[src/verilog/supply_pkg.sv]
// constants shared by the supply monitor and stop-recovery block
package supply_pkg;
    // register indices; byte address is four times the index
    localparam logic [7:0] IDX_RCV = 8'h0B;
    localparam logic [7:0] IDX_SDC = 8'h0C;
    localparam logic [7:0] IDX_WDM = 8'h0D;
    localparam logic [7:0] IDX_IRQ = 8'hFA;
    localparam logic [7:0] IDX_MSK = 8'hFB;
    localparam logic [11:0] ADDR_RCV = {2'h0, IDX_RCV, 2'h0};
    localparam logic [11:0] ADDR_SDC = {2'h0, IDX_SDC, 2'h0};
    localparam logic [11:0] ADDR_WDM = {2'h0, IDX_WDM, 2'h0};
    localparam logic [11:0] ADDR_IRQ = {2'h0, IDX_IRQ, 2'h0};
    localparam logic [11:0] ADDR_MSK = {2'h0, IDX_MSK, 2'h0};
    // stop-recovery control fields
    localparam int RCV_FLAG = 7;
    localparam int RCV_POL = 6;
    localparam int RCV_DLY = 5;
    localparam int RCV_SRC_LO = 2;
    localparam int RCV_DIV16 = 0;
    localparam logic [6:0] RCV_RESET = 7'h20;
    // supply-detect control fields
    localparam int SDC_HIGH = 2;
    localparam int SDC_LOW = 1;
    localparam int SDC_EN = 0;
    localparam logic SDC_EN_RESET = 1'b0;
    // watchdog mode, interrupt request and mask fields
    localparam int WDM_STOP_RUN = 3;
    localparam logic [7:0] WDM_RESET = 8'h08;
    localparam logic [7:0] IRQ_RESET = 8'h00;
    localparam logic [7:0] MSK_RESET = 8'h00;
    localparam int IRQ_LOW_SUPPLY = 5;
    // timing
    localparam int CLK_PERIOD_NS = 40;
    localparam int SETTLE_US = 20;
    localparam int POR_US = 40;
    localparam int RECOVERY_DELAY_US = 10;
    localparam int SETTLE_CYCLES = (SETTLE_US * 1000 + CLK_PERIOD_NS - 1) / CLK_PERIOD_NS;
    localparam int POR_CYCLES = (POR_US * 1000 + CLK_PERIOD_NS - 1) / CLK_PERIOD_NS;
    localparam int RECOVERY_DELAY_CYCLES = (RECOVERY_DELAY_US * 1000 + CLK_PERIOD_NS - 1) / CLK_PERIOD_NS;
    localparam int SYNC_WIDTH = 11;
    typedef enum logic [1:0] {
        POR_HOLD = 2'b01,
        POR_RUN = 2'b10
    } por_state_t;
    typedef enum logic [2:0] {
        ST_RUN = 3'b001,
        ST_STOP = 3'b010,
        ST_DELAY = 3'b100
    } stop_state_t;
endpackage : supply_pkg

[src/verilog/supply_monitor_stop_recovery.sv]
// supply supervision, brown-out reset and stop-mode recovery with apb registers
// Function
// - stop-recovery flag bit 7 set by hardware on recovery, cleared only by power-on
// - stop-recovery bits 6..0 write-only, bit 7 read-only
// - bit 6 picks low or high wake level at the comparison gate
// - bit 5 picks whether a reset delay follows recovery
// - bits 4..2 pick the wake source
// - bit 0 divides system and timer clock by 16
// - stop-recovery register decodes at offset 0B
// - watchdog bit 3, default 1, keeps watchdog running in stop on rc clock
// - global reset while below brown-out, then full power-on sequence
// - supply-detect bit 0 read/write enable, reset 0
// - supply flags valid only 20 us after enabling
// - bit 2 reads 1 only while supply above high threshold
// - bit 1 reads 1 only while supply below low threshold
// - low flag latches interrupt request bit 5 until cleared or reset
// - low-supply interrupt only when mask bit 5 enabled
//
// The APB register port was decided locally.
`timescale 1ns/100ps
module supply_monitor_stop_recovery (
    // clock and reset
    input wire logic clk,
    input wire logic arst_n,
    // apb slave
    input wire logic psel,
    input wire logic penable,
    input wire logic pwrite,
    input wire logic [11:0] paddr,
    input wire logic [31:0] pwdata,
    output logic [31:0] prdata,
    output logic pready,
    output logic pslverr,
    // comparator pins
    input wire logic below_brownout,
    input wire logic above_high_supply,
    input wire logic below_low_supply,
    // stop mode
    input wire logic stop_req,
    input wire logic [7:0] wake_pins,
    // system outputs
    output logic sys_reset_n,
    output logic core_stopped,
    output logic recovery_reset,
    output logic clk_div16,
    output logic wdt_run_rc,
    output logic low_supply_irq
);
    logic rst_meta_q;
    logic rst_q;
    logic [supply_pkg::SYNC_WIDTH-1:0] pins_s;
    logic brown_s;
    logic high_s;
    logic low_s;
    logic [7:0] wake_s;
    logic settled;
    supply_pkg::por_state_t por_q, por_d;
    logic [9:0] por_cnt_q, por_cnt_d;
    supply_pkg::stop_state_t st_q, st_d;
    logic [7:0] dly_cnt_q, dly_cnt_d;
    logic rcv_flag_q, rcv_flag_d;
    logic [6:0] rcv_q, rcv_d;
    logic sdc_en_q, sdc_en_d;
    logic [7:0] wdm_q, wdm_d;
    logic [7:0] irq_q, irq_d;
    logic [7:0] msk_q, msk_d;
    logic [31:0] prdata_q, prdata_d;
    logic pready_q, pready_d;
    logic pslverr_q, pslverr_d;
    logic sys_reset_n_q, core_stopped_q, recovery_reset_q, clk_div16_q, wdt_run_rc_q, low_supply_irq_q;
    logic por_active;
    logic wr;
    logic wake;
    logic low_set;
    logic [7:0] sdc_rd;

    localparam logic [9:0] POR_LAST = 10'(supply_pkg::POR_CYCLES - 1);
    localparam logic [7:0] DLY_LAST = 8'(supply_pkg::RECOVERY_DELAY_CYCLES - 1);

    function automatic logic known(input logic [11:0] a);
        known = (a == supply_pkg::ADDR_RCV) || (a == supply_pkg::ADDR_SDC) || (a == supply_pkg::ADDR_WDM)
             || (a == supply_pkg::ADDR_IRQ) || (a == supply_pkg::ADDR_MSK);
    endfunction : known

    // reset release through two flops
    always_ff @(posedge clk or negedge arst_n) begin
        if (!arst_n) begin
            rst_meta_q <= 1'b0;
            rst_q <= 1'b0;
        end else begin
            rst_meta_q <= 1'b1;
            rst_q <= rst_meta_q;
        end
    end

    level_sync #(.WIDTH(supply_pkg::SYNC_WIDTH)) u_sync (
        .clk(clk),
        .rst_n(rst_q),
        .async_in({below_brownout, above_high_supply, below_low_supply, wake_pins}),
        .sync_out(pins_s)
    );
    assign brown_s = pins_s[10];
    assign high_s = pins_s[9];
    assign low_s = pins_s[8];
    assign wake_s = pins_s[7:0];

    settle_timer u_settle (
        .clk(clk),
        .rst_n(rst_q),
        .enable(sdc_en_q),
        .settled(settled)
    );

    // brown-out holds reset, then a full power-on count
    always_comb begin
        por_d = por_q;
        por_cnt_d = por_cnt_q;
        case (por_q)
            supply_pkg::POR_HOLD: begin
                if (brown_s) begin
                    por_cnt_d = 10'h000;
                end else if (por_cnt_q == POR_LAST) begin
                    por_d = supply_pkg::POR_RUN;
                end else begin
                    por_cnt_d = por_cnt_q + 10'h001;
                end
            end
            supply_pkg::POR_RUN: begin
                if (brown_s) begin
                    por_d = supply_pkg::POR_HOLD;
                    por_cnt_d = 10'h000;
                end
            end
            default: begin
                por_d = supply_pkg::POR_HOLD;
                por_cnt_d = 10'h000;
            end
        endcase
    end
    assign por_active = (por_q != supply_pkg::POR_RUN);

    // stop-mode recovery sequencing
    assign wake = (wake_s[rcv_q[supply_pkg::RCV_SRC_LO +: 3]] == rcv_q[supply_pkg::RCV_POL]);
    always_comb begin
        st_d = st_q;
        dly_cnt_d = dly_cnt_q;
        rcv_flag_d = rcv_flag_q;
        case (st_q)
            supply_pkg::ST_RUN: begin
                if (stop_req) begin
                    st_d = supply_pkg::ST_STOP;
                end
            end
            supply_pkg::ST_STOP: begin
                if (wake) begin
                    rcv_flag_d = 1'b1;
                    dly_cnt_d = 8'h00;
                    st_d = rcv_q[supply_pkg::RCV_DLY] ? supply_pkg::ST_DELAY : supply_pkg::ST_RUN;
                end
            end
            supply_pkg::ST_DELAY: begin
                if (dly_cnt_q == DLY_LAST) begin
                    st_d = supply_pkg::ST_RUN;
                end else begin
                    dly_cnt_d = dly_cnt_q + 8'h01;
                end
            end
            default: begin
                st_d = supply_pkg::ST_RUN;
            end
        endcase
        if (por_active) begin
            st_d = supply_pkg::ST_RUN;
            rcv_flag_d = 1'b0;
        end
    end

    // register file; no wait state, read data taken in the setup cycle leave a flop
    assign wr = psel && penable && pwrite && pready_q;
    assign low_set = sdc_en_q && settled && low_s;
    assign sdc_rd = {5'h00, high_s && sdc_en_q && settled, low_s && sdc_en_q && settled, sdc_en_q};
    always_comb begin
        rcv_d = rcv_q;
        sdc_en_d = sdc_en_q;
        wdm_d = wdm_q;
        irq_d = irq_q;
        msk_d = msk_q;
        prdata_d = prdata_q;
        pready_d = psel && !penable && !pready_q;
        pslverr_d = 1'b0;
        if (psel && !penable) begin
            pslverr_d = !known(paddr);
            prdata_d = 32'h0000_0000;
            case (paddr)
                supply_pkg::ADDR_RCV: prdata_d[7:0] = {rcv_flag_q, 7'h00};
                supply_pkg::ADDR_SDC: prdata_d[7:0] = sdc_rd;
                supply_pkg::ADDR_WDM: prdata_d[7:0] = wdm_q;
                supply_pkg::ADDR_IRQ: prdata_d[7:0] = irq_q;
                supply_pkg::ADDR_MSK: prdata_d[7:0] = msk_q;
                default: prdata_d = 32'h0000_0000;
            endcase
        end
        if (wr) begin
            case (paddr)
                supply_pkg::ADDR_RCV: rcv_d = pwdata[6:0];
                supply_pkg::ADDR_SDC: sdc_en_d = pwdata[supply_pkg::SDC_EN];
                supply_pkg::ADDR_WDM: wdm_d = pwdata[7:0];
                supply_pkg::ADDR_IRQ: irq_d = pwdata[7:0];
                supply_pkg::ADDR_MSK: msk_d = pwdata[7:0];
                default: ;
            endcase
        end
        // a low-supply event in the clearing cycle wins over the clear
        if (low_set) begin
            irq_d[supply_pkg::IRQ_LOW_SUPPLY] = 1'b1;
        end
        if (por_active) begin
            rcv_d = supply_pkg::RCV_RESET;
            sdc_en_d = supply_pkg::SDC_EN_RESET;
            wdm_d = supply_pkg::WDM_RESET;
            irq_d = supply_pkg::IRQ_RESET;
            msk_d = supply_pkg::MSK_RESET;
        end
    end

    always_ff @(posedge clk or negedge rst_q) begin
        if (!rst_q) begin
            por_q <= supply_pkg::POR_HOLD;
            por_cnt_q <= 10'h000;
            st_q <= supply_pkg::ST_RUN;
            dly_cnt_q <= 8'h00;
            rcv_flag_q <= 1'b0;
            rcv_q <= supply_pkg::RCV_RESET;
            sdc_en_q <= supply_pkg::SDC_EN_RESET;
            wdm_q <= supply_pkg::WDM_RESET;
            irq_q <= supply_pkg::IRQ_RESET;
            msk_q <= supply_pkg::MSK_RESET;
            prdata_q <= 32'h0000_0000;
            pready_q <= 1'b0;
            pslverr_q <= 1'b0;
            sys_reset_n_q <= 1'b0;
            core_stopped_q <= 1'b0;
            recovery_reset_q <= 1'b0;
            clk_div16_q <= 1'b0;
            wdt_run_rc_q <= 1'b0;
            low_supply_irq_q <= 1'b0;
        end else begin
            por_q <= por_d;
            por_cnt_q <= por_cnt_d;
            st_q <= st_d;
            dly_cnt_q <= dly_cnt_d;
            rcv_flag_q <= rcv_flag_d;
            rcv_q <= rcv_d;
            sdc_en_q <= sdc_en_d;
            wdm_q <= wdm_d;
            irq_q <= irq_d;
            msk_q <= msk_d;
            prdata_q <= prdata_d;
            pready_q <= pready_d;
            pslverr_q <= pslverr_d;
            sys_reset_n_q <= (por_d == supply_pkg::POR_RUN);
            core_stopped_q <= (st_d == supply_pkg::ST_STOP);
            recovery_reset_q <= (st_d == supply_pkg::ST_DELAY);
            clk_div16_q <= rcv_d[supply_pkg::RCV_DIV16];
            // crystal is stopped in stop, so the watchdog must run from rc
            wdt_run_rc_q <= (st_d == supply_pkg::ST_STOP) && wdm_d[supply_pkg::WDM_STOP_RUN];
            low_supply_irq_q <= irq_d[supply_pkg::IRQ_LOW_SUPPLY] && msk_d[supply_pkg::IRQ_LOW_SUPPLY];
        end
    end

    assign prdata = prdata_q;
    assign pready = pready_q;
    assign pslverr = pslverr_q;
    assign sys_reset_n = sys_reset_n_q;
    assign core_stopped = core_stopped_q;
    assign recovery_reset = recovery_reset_q;
    assign clk_div16 = clk_div16_q;
    assign wdt_run_rc = wdt_run_rc_q;
    assign low_supply_irq = low_supply_irq_q;
endmodule : supply_monitor_stop_recovery

[src/verilog/level_sync.sv]
// two-flop synchroniser for asynchronous pin levels
`timescale 1ns/100ps
module level_sync #(
    parameter int WIDTH = 1
) (
    // clock and reset
    input wire logic clk,
    input wire logic rst_n,
    // levels
    input wire logic [WIDTH-1:0] async_in,
    output logic [WIDTH-1:0] sync_out
);
    logic [WIDTH-1:0] meta_q;
    logic [WIDTH-1:0] sync_q;

    always_ff @(posedge clk or negedge rst_n) begin
        if (!rst_n) begin
            meta_q <= '0;
            sync_q <= '0;
        end else begin
            meta_q <= async_in;
            sync_q <= meta_q;
        end
    end

    assign sync_out = sync_q;
endmodule : level_sync

[src/verilog/settle_timer.sv]
// counts the settling interval after supply monitoring is switched on
`timescale 1ns/100ps
module settle_timer (
    // clock and reset
    input wire logic clk,
    input wire logic rst_n,
    // control
    input wire logic enable,
    output logic settled
);
    localparam logic [9:0] LAST = 10'(supply_pkg::SETTLE_CYCLES - 1);
    logic [9:0] cnt_q;
    logic [9:0] cnt_d;
    logic done_q;
    logic done_d;

    // disabling restarts the wait, so a quick off/on never shows stale flags
    always_comb begin
        cnt_d = cnt_q;
        done_d = done_q;
        if (!enable) begin
            cnt_d = 10'h000;
            done_d = 1'b0;
        end else if (!done_q) begin
            if (cnt_q == LAST) begin
                done_d = 1'b1;
            end else begin
                cnt_d = cnt_q + 10'h001;
            end
        end
    end

    always_ff @(posedge clk or negedge rst_n) begin
        if (!rst_n) begin
            cnt_q <= 10'h000;
            done_q <= 1'b0;
        end else begin
            cnt_q <= cnt_d;
            done_q <= done_d;
        end
    end

    assign settled = done_q;
endmodule : settle_timer

[config.mk]
export PLATFORM = sky130hd
export DESIGN_NAME = supply_monitor_stop_recovery
export DESIGN_NICKNAME = d
export VERILOG_FILES = /design/src/verilog/supply_pkg.sv /design/src/verilog/supply_monitor_stop_recovery.sv /design/src/verilog/level_sync.sv /design/src/verilog/settle_timer.sv
export SDC_FILE = /design/constraint.sdc
export NUM_CORES = 1
export LEC_CHECK = 0
export BUFFER_PORTS_ARGS = -buffer_cell sky130_fd_sc_hd__buf_4
export CAP_MARGIN = 20
export CORE_AREA = 2 2 114 116
export DETAILED_ROUTE_END_ITERATION = 12
export DIE_AREA = 0 0 116 118
export GPL_TIMING_DRIVEN = 0
export SLEW_MARGIN = 20
export SYNTH_ARGS = -nofsm -noshare
export SYNTH_HDL_FRONTEND = slang
export SYNTH_SLANG_ARGS = --single-unit
export TNS_END_PERCENT = 10
[constraint.sdc]
create_clock -name clk -period 4.2 [get_ports clk]
set_input_delay 0.42 -clock clk [delete_from_list [all_inputs] [get_ports clk]]
set_output_delay 0.42 -clock clk [all_outputs]
set_load 0.01 [all_outputs]
Word-level counts from Yosys, hierarchy flattened:

Index checks and enable logic that the tools add are counted.

* input bits: 61
* output and inout port bits: 40
* word-level logic and storage cells: 140
* register bits after elaboration: 106

* reductions and logical operators: 38
* equal/unequal tests: 24
* magnitude comparators: 1
* multiplexer cells: 46
* $add $sub $neg: 3

Operators with widths (count)
* two-way mux 8 bit: 11
* two-way mux 10 bit: 6
* case mux 8 bit (5 select lines): 1
* equality test 12 x 6 -> 1 bit, second input constant: 3
* equality test 12 x 10 -> 1 bit, second input constant: 2
* two-way mux 7 bit: 3
* adder 10 x 1 -> 10 bit, second input constant: 2
* case mux 10 bit (2 select lines): 1
* nonzero test 2 bit: 9
* case mux 8 bit (2 select lines): 1
* AND reduction 2 bit: 8
* two-way mux 3 bit: 5
* logical AND 1 bit: 13
* two-way mux 1 bit: 12
* equality test 10 bit, second input constant: 1
* equality test 10 x 9 -> 1 bit, second input constant: 1
* inequality test 2 bit, second input constant: 5
* case mux 3 bit (3 select lines): 1
* adder 8 x 1 -> 8 bit, second input constant: 1
* equality test 8 bit, second input constant: 1
* equality test 3 x 2 -> 1 bit, second input constant: 2
* equality test 3 bit, second input constant: 2
* two-way mux 2 bit: 3
* equality test 2 bit, second input constant: 2
* other kinds (11): 16

Depth between registers and ports, before layout:

* depth after elaboration: 8
* gate-level depth with buffers: 7
* mapped depth without buffers: 7

Cells and area by module:

Synthesis repeated with hierarchy kept, for this count alone.

* cell total of the unflattened synthesis: 484
* area, all modules: 5099.9 µm²

Modules (own cells, without submodules)
* supply_monitor_stop_recovery: cells an instance 397, instances 1, seq. area each 1806.7 µm², area an instance 3920.0 µm²
* settle_timer: cells an instance 65, instances 1, seq. area each 275.3 µm², area an instance 629.4 µm²
* level_sync: cells an instance 22, instances 1, seq. area each 550.5 µm², area an instance 550.5 µm²

Worst setup path after synthesis:

OpenSTA, ideal clock, no wires.

* path type: input to register
* start: in paddr[1]
* end: reg low_supply_irq_q, in the netlist low_supply_irq
* data arrival time: 2205 ps
* cell stages on the path: 5
* setup slack: 1929 ps
* library setup time: 66 ps
* path buffers: 1
* data required time: 4134 ps
* cells stage by stage: or4_1 buf_6 nor4_4 mux2_4 and3b_1

* cells in the longest elaborated chain, start to end: 6
* elaborated cells between the ends (all ways): 10
* those cells by class: 2 x eq/ne; 7 x mux; 1 x reduce/logical

RTL lines
* from (decl): line supply_monitor_stop_recovery.sv:29 `input wire logic [11:0] paddr,`
* equality test 12 x 10 -> 1 bit: line supply_monitor_stop_recovery.sv:204 `case (paddr)`
* two-way mux 8 bit: line supply_monitor_stop_recovery.sv:204
* two-way mux 8 bit: line supply_monitor_stop_recovery.sv:203 `if (wr) begin`
* two-way mux 1 bit: line supply_monitor_stop_recovery.sv:214 `if (low_set) begin`
* two-way mux 8 bit: line supply_monitor_stop_recovery.sv:217 `if (por_active) begin`
* logical AND 1 bit *: line supply_monitor_stop_recovery.sv:267 `low_supply_irq_q <= irq_d[supply_pkg::IRQ_LOW_SUPPLY] && msk_d[supply_pkg::IRQ_LOW_SUPPLY];`
* to (signal assigned): line supply_monitor_stop_recovery.sv:267
* to (decl): line supply_monitor_stop_recovery.sv:70 `logic sys_reset_n_q, core_stopped_q, recovery_reset_q, clk_div16_q, wdt_run_rc_q, low_supply_irq_q;`

Every way passes the cells marked *; elsewhere a longest branch is shown, timed or not. The select of a mux whose other input is x is not followed.
A chain may end at the register's enable or synchronous reset.

Worst setup path after layout:

* start: in paddr[0]
* end: reg low_supply_irq_q, in the netlist low_supply_irq

Same word-level chain as after synthesis.

==> metrics.json <==
{
  "cts": {
    "cts_max_level": 3,
    "cts_tree": "done",
    "clk_latency_ns": 0.35,
    "clock_path_buffers": 2,
    "clock_root_cell": "sky130_fd_sc_hd__clkbuf_16",
    "post_cts_resize_count": 0,
    "cts_inserted_buffers": 9,
    "clock_sink_count": 105,
    "clk_transition_reported_paths_ns": 0.07
  },
  "final_layout": {
    "layout_commonest_cell": "sky130_fd_sc_hd__dfrtp_1",
    "post_route_cells_drive_above_1_share": 0.208,
    "insertedDiodeCount": 0,
    "layout_overhead_on_the_synthesized_area_pct": 21.5,
    "most_frequent_cells_in_the_layout": "sky130_fd_sc_hd__dfrtp_1, sky130_fd_sc_hd__buf_4, sky130_fd_sc_hd__mux2i_1",
    "nets": 591
  },
  "die": {
    "design.die.area_um2": 13700,
    "dieHeight_um": 118,
    "die_width_um": 116,
    "io_pins": 101,
    "core-area_um2": 12400,
    "std_cell_rows": 41,
    "effective_utilization_at_floorplan": 0.394
  },
  "sta": {
    "timing.final.crit_share": 0.555,
    "worst_slew_pin_slew_ns": 0.869,
    "max-slew-margin-rel": 0.416,
    "fmax_ghz": 0.429,
    "worst_path_setup_slack_after_routing_ns": 1.87,
    "final-setup-viol-count": 0,
    "grt_setup_unrepaired": "false",
    "final_count_of_pins_violating_max_slew": 0,
    "skew_ns": 0.0123,
    "report.final.hold_viol_count": 0,
    "post-route-min-period_ns": 2.33
  },
  "logic_synthesis": {
    "syn-cell-area_um2": 4890,
    "syn-mean-instance-area_um2": 11.2,
    "async_reset_ff_frac": 1.00,
    "synth_cell_types": 51,
    "post_synth_inst_count": 437,
    "synth_top_flop_cell": "sky130_fd_sc_hd__dfrtp_1",
    "synth.ff_latch_count": 105,
    "synth_seq_area_share": 0.538,
    "number_of_flops_mapped_to_enable_cells_by_yosys": 0,
    "ys.warnings.count": 0
  },
  "power": {
    "pwr-share-seq": 0.506,
    "p_switching_w": 0.000451,
    "comb_power_share": 0.050,
    "internal_power_w": 0.00161,
    "power.total_w": 0.00206,
    "netSwitchingFraction": 0.219,
    "power.density_cell_area_nw_per_um2": 346,
    "leak_pwr_nw": 2.65,
    "pwr-share-clk": 0.444,
    "worst_case_vdd_ir_drop_mv": 0.201
  },
  "critical_path": {
    "worst_setup_path_start_kind": "input pin",
    "critical_path.max_fanout": 9,
    "critical_path_cell_count": 7,
    "worstPathCellList": "buf_4, nand2b_1, or4_1, buf_6, nor4_4, mux2_4, and3b_1",
    "cpLargestDelayFamily": "simple AND/OR/NAND/NOR gates",
    "reg2reg_depth": 7,
    "path_buf_inv": 2,
    "worstPathArrival_ns": 2.60,
    "critPathKind": "input pin to flip-flop",
    "timing.critical_path.slowest_cell_delay_ns": 0.77,
    "end_kind": "flip-flop",
    "cp_data_required_time_ns": 4.47,
    "critical-path-slowest-cell": "sky130_fd_sc_hd__nor4_4"
  },
  "routing": {
    "viasPerCell": 4.73,
    "drt_pre_antenna_iters": 4,
    "antenna_left": 0,
    "drt_first_iter_violations": 141,
    "wirelength_per_cell_um": 13.5,
    "vias": 3318,
    "drc_errors": 0,
    "wirelength_um": 9460
  },
  "global_route": {
    "first_global_vias": 3273,
    "largest_net_degree_at_the_start_of_global_routing": 56,
    "grt_pass1_wl_um": 16100,
    "antenna_found_initial": 0,
    "grt_use_total": 0.149,
    "total_congestion_overflow": 0
  },
  "hold_path": {
    "hold-path-cell-count": 1,
    "holdCritPathClass": "input pin to flip-flop"
  },
  "flow_run": {
    "drv.max_cap_violation_count": 0
  },
  "place": {
    "dp_slack_ns": 1.51,
    "detailed_place_hpwl_um": 6630,
    "port_buffers": 51,
    "globalplace.congestion": 0.758
  },
  "status": {
    "outcome": "finished clean"
  }
}
worst register-to-register path, cell delays in order (launching register included):
cell                       delay [ns]
sky130_fd_sc_hd__dfrtp_1         0.35
sky130_fd_sc_hd__buf_2           0.16
sky130_fd_sc_hd__mux2i_1         0.12
sky130_fd_sc_hd__mux4_2          0.51
sky130_fd_sc_hd__xor2_1          0.29
sky130_fd_sc_hd__and2_1          0.17
sky130_fd_sc_hd__clkbuf_1        0.38
sky130_fd_sc_hd__o21ai_0         0.17
cell type report:
type | count | area [um2]
fill | 1164 | 6470
sequential | 105 | 2640
multi-input combinational | 312 | 2090
timing repair buffer | 53 | 420
buffer | 36 | 234
clock buffer | 9 | 225
tap | 172 | 215
clock inverter | 7 | 98.8
inverter | 7 | 26.3
cells in the mapped netlist (2+ instances only):
| master | number | area [um2] |
|---|---|---|
| sky130_fd_sc_hd__a22oi_1 | 5 | 37.5 |
| sky130_fd_sc_hd__nand4_1 | 7 | 43.8 |
| sky130_fd_sc_hd__nor3_1 | 3 | 15.0 |
| sky130_fd_sc_hd__a22o_1 | 4 | 35.0 |
| sky130_fd_sc_hd__ha_1 | 6 | 75.1 |
| sky130_fd_sc_hd__nand4b_1 | 2 | 17.5 |
| sky130_fd_sc_hd__xor2_1 | 9 | 78.8 |
| sky130_fd_sc_hd__dfstp_2 | 4 | 105 |
| sky130_fd_sc_hd__nor4_4 | 3 | 63.8 |
| sky130_fd_sc_hd__o41ai_1 | 2 | 17.5 |
| sky130_fd_sc_hd__a21oi_1 | 9 | 45.0 |
| sky130_fd_sc_hd__nor2b_1 | 36 | 225 |
| sky130_fd_sc_hd__buf_4 | 24 | 180 |
| sky130_fd_sc_hd__o21ai_0 | 19 | 95.1 |
| sky130_fd_sc_hd__xnor2_1 | 10 | 87.6 |
| sky130_fd_sc_hd__inv_1 | 7 | 26.3 |
| sky130_fd_sc_hd__and3b_1 | 2 | 17.5 |
| sky130_fd_sc_hd__conb_1 | 2 | 7.51 |
| sky130_fd_sc_hd__and3_1 | 5 | 31.3 |
| sky130_fd_sc_hd__nor3b_1 | 2 | 15.0 |
| sky130_fd_sc_hd__and2_1 | 9 | 56.3 |
| sky130_fd_sc_hd__nor2_1 | 26 | 97.6 |
| sky130_fd_sc_hd__o22ai_1 | 7 | 43.8 |
| sky130_fd_sc_hd__nand2_1 | 35 | 131 |
| sky130_fd_sc_hd__mux2_2 | 4 | 45.0 |
| sky130_fd_sc_hd__dfrtp_1 | 101 | 2530 |
| sky130_fd_sc_hd__nand3_1 | 6 | 30.0 |
| sky130_fd_sc_hd__nand2b_1 | 7 | 43.8 |
| sky130_fd_sc_hd__or4_1 | 2 | 15.0 |
| sky130_fd_sc_hd__o21a_1 | 3 | 22.5 |
| sky130_fd_sc_hd__nor4_1 | 4 | 25.0 |
| sky130_fd_sc_hd__clkbuf_1 | 9 | 33.8 |
| sky130_fd_sc_hd__mux2i_1 | 40 | 400 |
| sky130_fd_sc_hd__and4_1 | 4 | 35.0 |
| sky130_fd_sc_hd__a31oi_1 | 3 | 18.8 |
power groups by stage:
stage	combinational, W	clock [W]	sequential, W
after floorplan	0.0000498	0	0.00106
after global placement	0.0000880	0	0.00107
after detailed placement	0.000103	0	0.00106
after CTS	0.000103	0.000945	0.00104
after global routing	0.000115	0.000996	0.00104
final	0.000103	0.000913	0.00104
sequential cells by signal, summed over array words and instances, names as in the netlist, 10 cells and up:
name             cells
u_sync.meta_q       11
por_cnt_q           10
u_settle.cnt_q      10
u_sync.sync_out     11
path summary, 6_finish.rpt:
| path | endpoint | slack (ns) | from |
|---|---|---|---|
| max | low_supply_irq | 1.87 | paddr[0] |
| min | u_sync.meta_q[8] | 0.18 | below_low_supply |
| max reg2reg | dly_cnt_q[0] | 1.92 | rcv_q[3] |
| min reg2reg | u_sync.sync_out[10] | 0.35 | u_sync.meta_q[10] |
| max in group asynchronous | st_q[0] | 3.08 | rst_q |
| min in group asynchronous | u_settle.cnt_q[4] | 0.37 | rst_q |
metal layers:
metal | routed length (um) | part of all wire | vias up | track usage
met3 | 349 | 0.037 | 9 | 0.0232
met4 | 131 | 0.014 | 0 | 0.0603
met5 | 0 | 0 | - | 0
li1 | - | - | 1639 | -
met1 | 4630 | 0.49 | 1601 | 0.211
met2 | 4350 | 0.46 | 69 | 0.229
timing repair:
item,in CTS,in global routing
hold endpoints to repair,2,0
hold buffers,1,0
buffers inserted,0,0
kinds of logic after synthesis:
| logic type | count (synthesis) | share of synthesized area |
|---|---|---|
| adder cells (fa/ha/maj) | 6 | 0.0153 |
| XOR/XNOR | 19 | 0.0340 |
| other | 2 | 0.00154 |
| AND/OR/NAND/NOR | 159 | 0.186 |
| flip-flops | 105 | 0.538 |
| multiplexers | 46 | 0.0987 |
| buffers and inverters | 43 | 0.0532 |
| AO/OA/AOI/OAI | 57 | 0.0726 |
stage by stage:
step | utilization | cells | hold slack, ns | area, um2 | TNS (ns)
6_report | 0.479 | 701 | 0.182 | 5940 | 0
5_1_grt | 0.479 | 701 | 0.160 | 5940 | 0
4_1_cts | 0.479 | 701 | 0.164 | 5940 | 0
3_5_place_dp | 0.452 | 684 | 0.206 | 5610 | 0
3_3_place_gp | 0.449 | 683 | 0.203 | 5580 | -4.67
2_1_floorplan | - | 460 | 0.124 | 4980 | 0
Power figures use the tool's default switching activity.
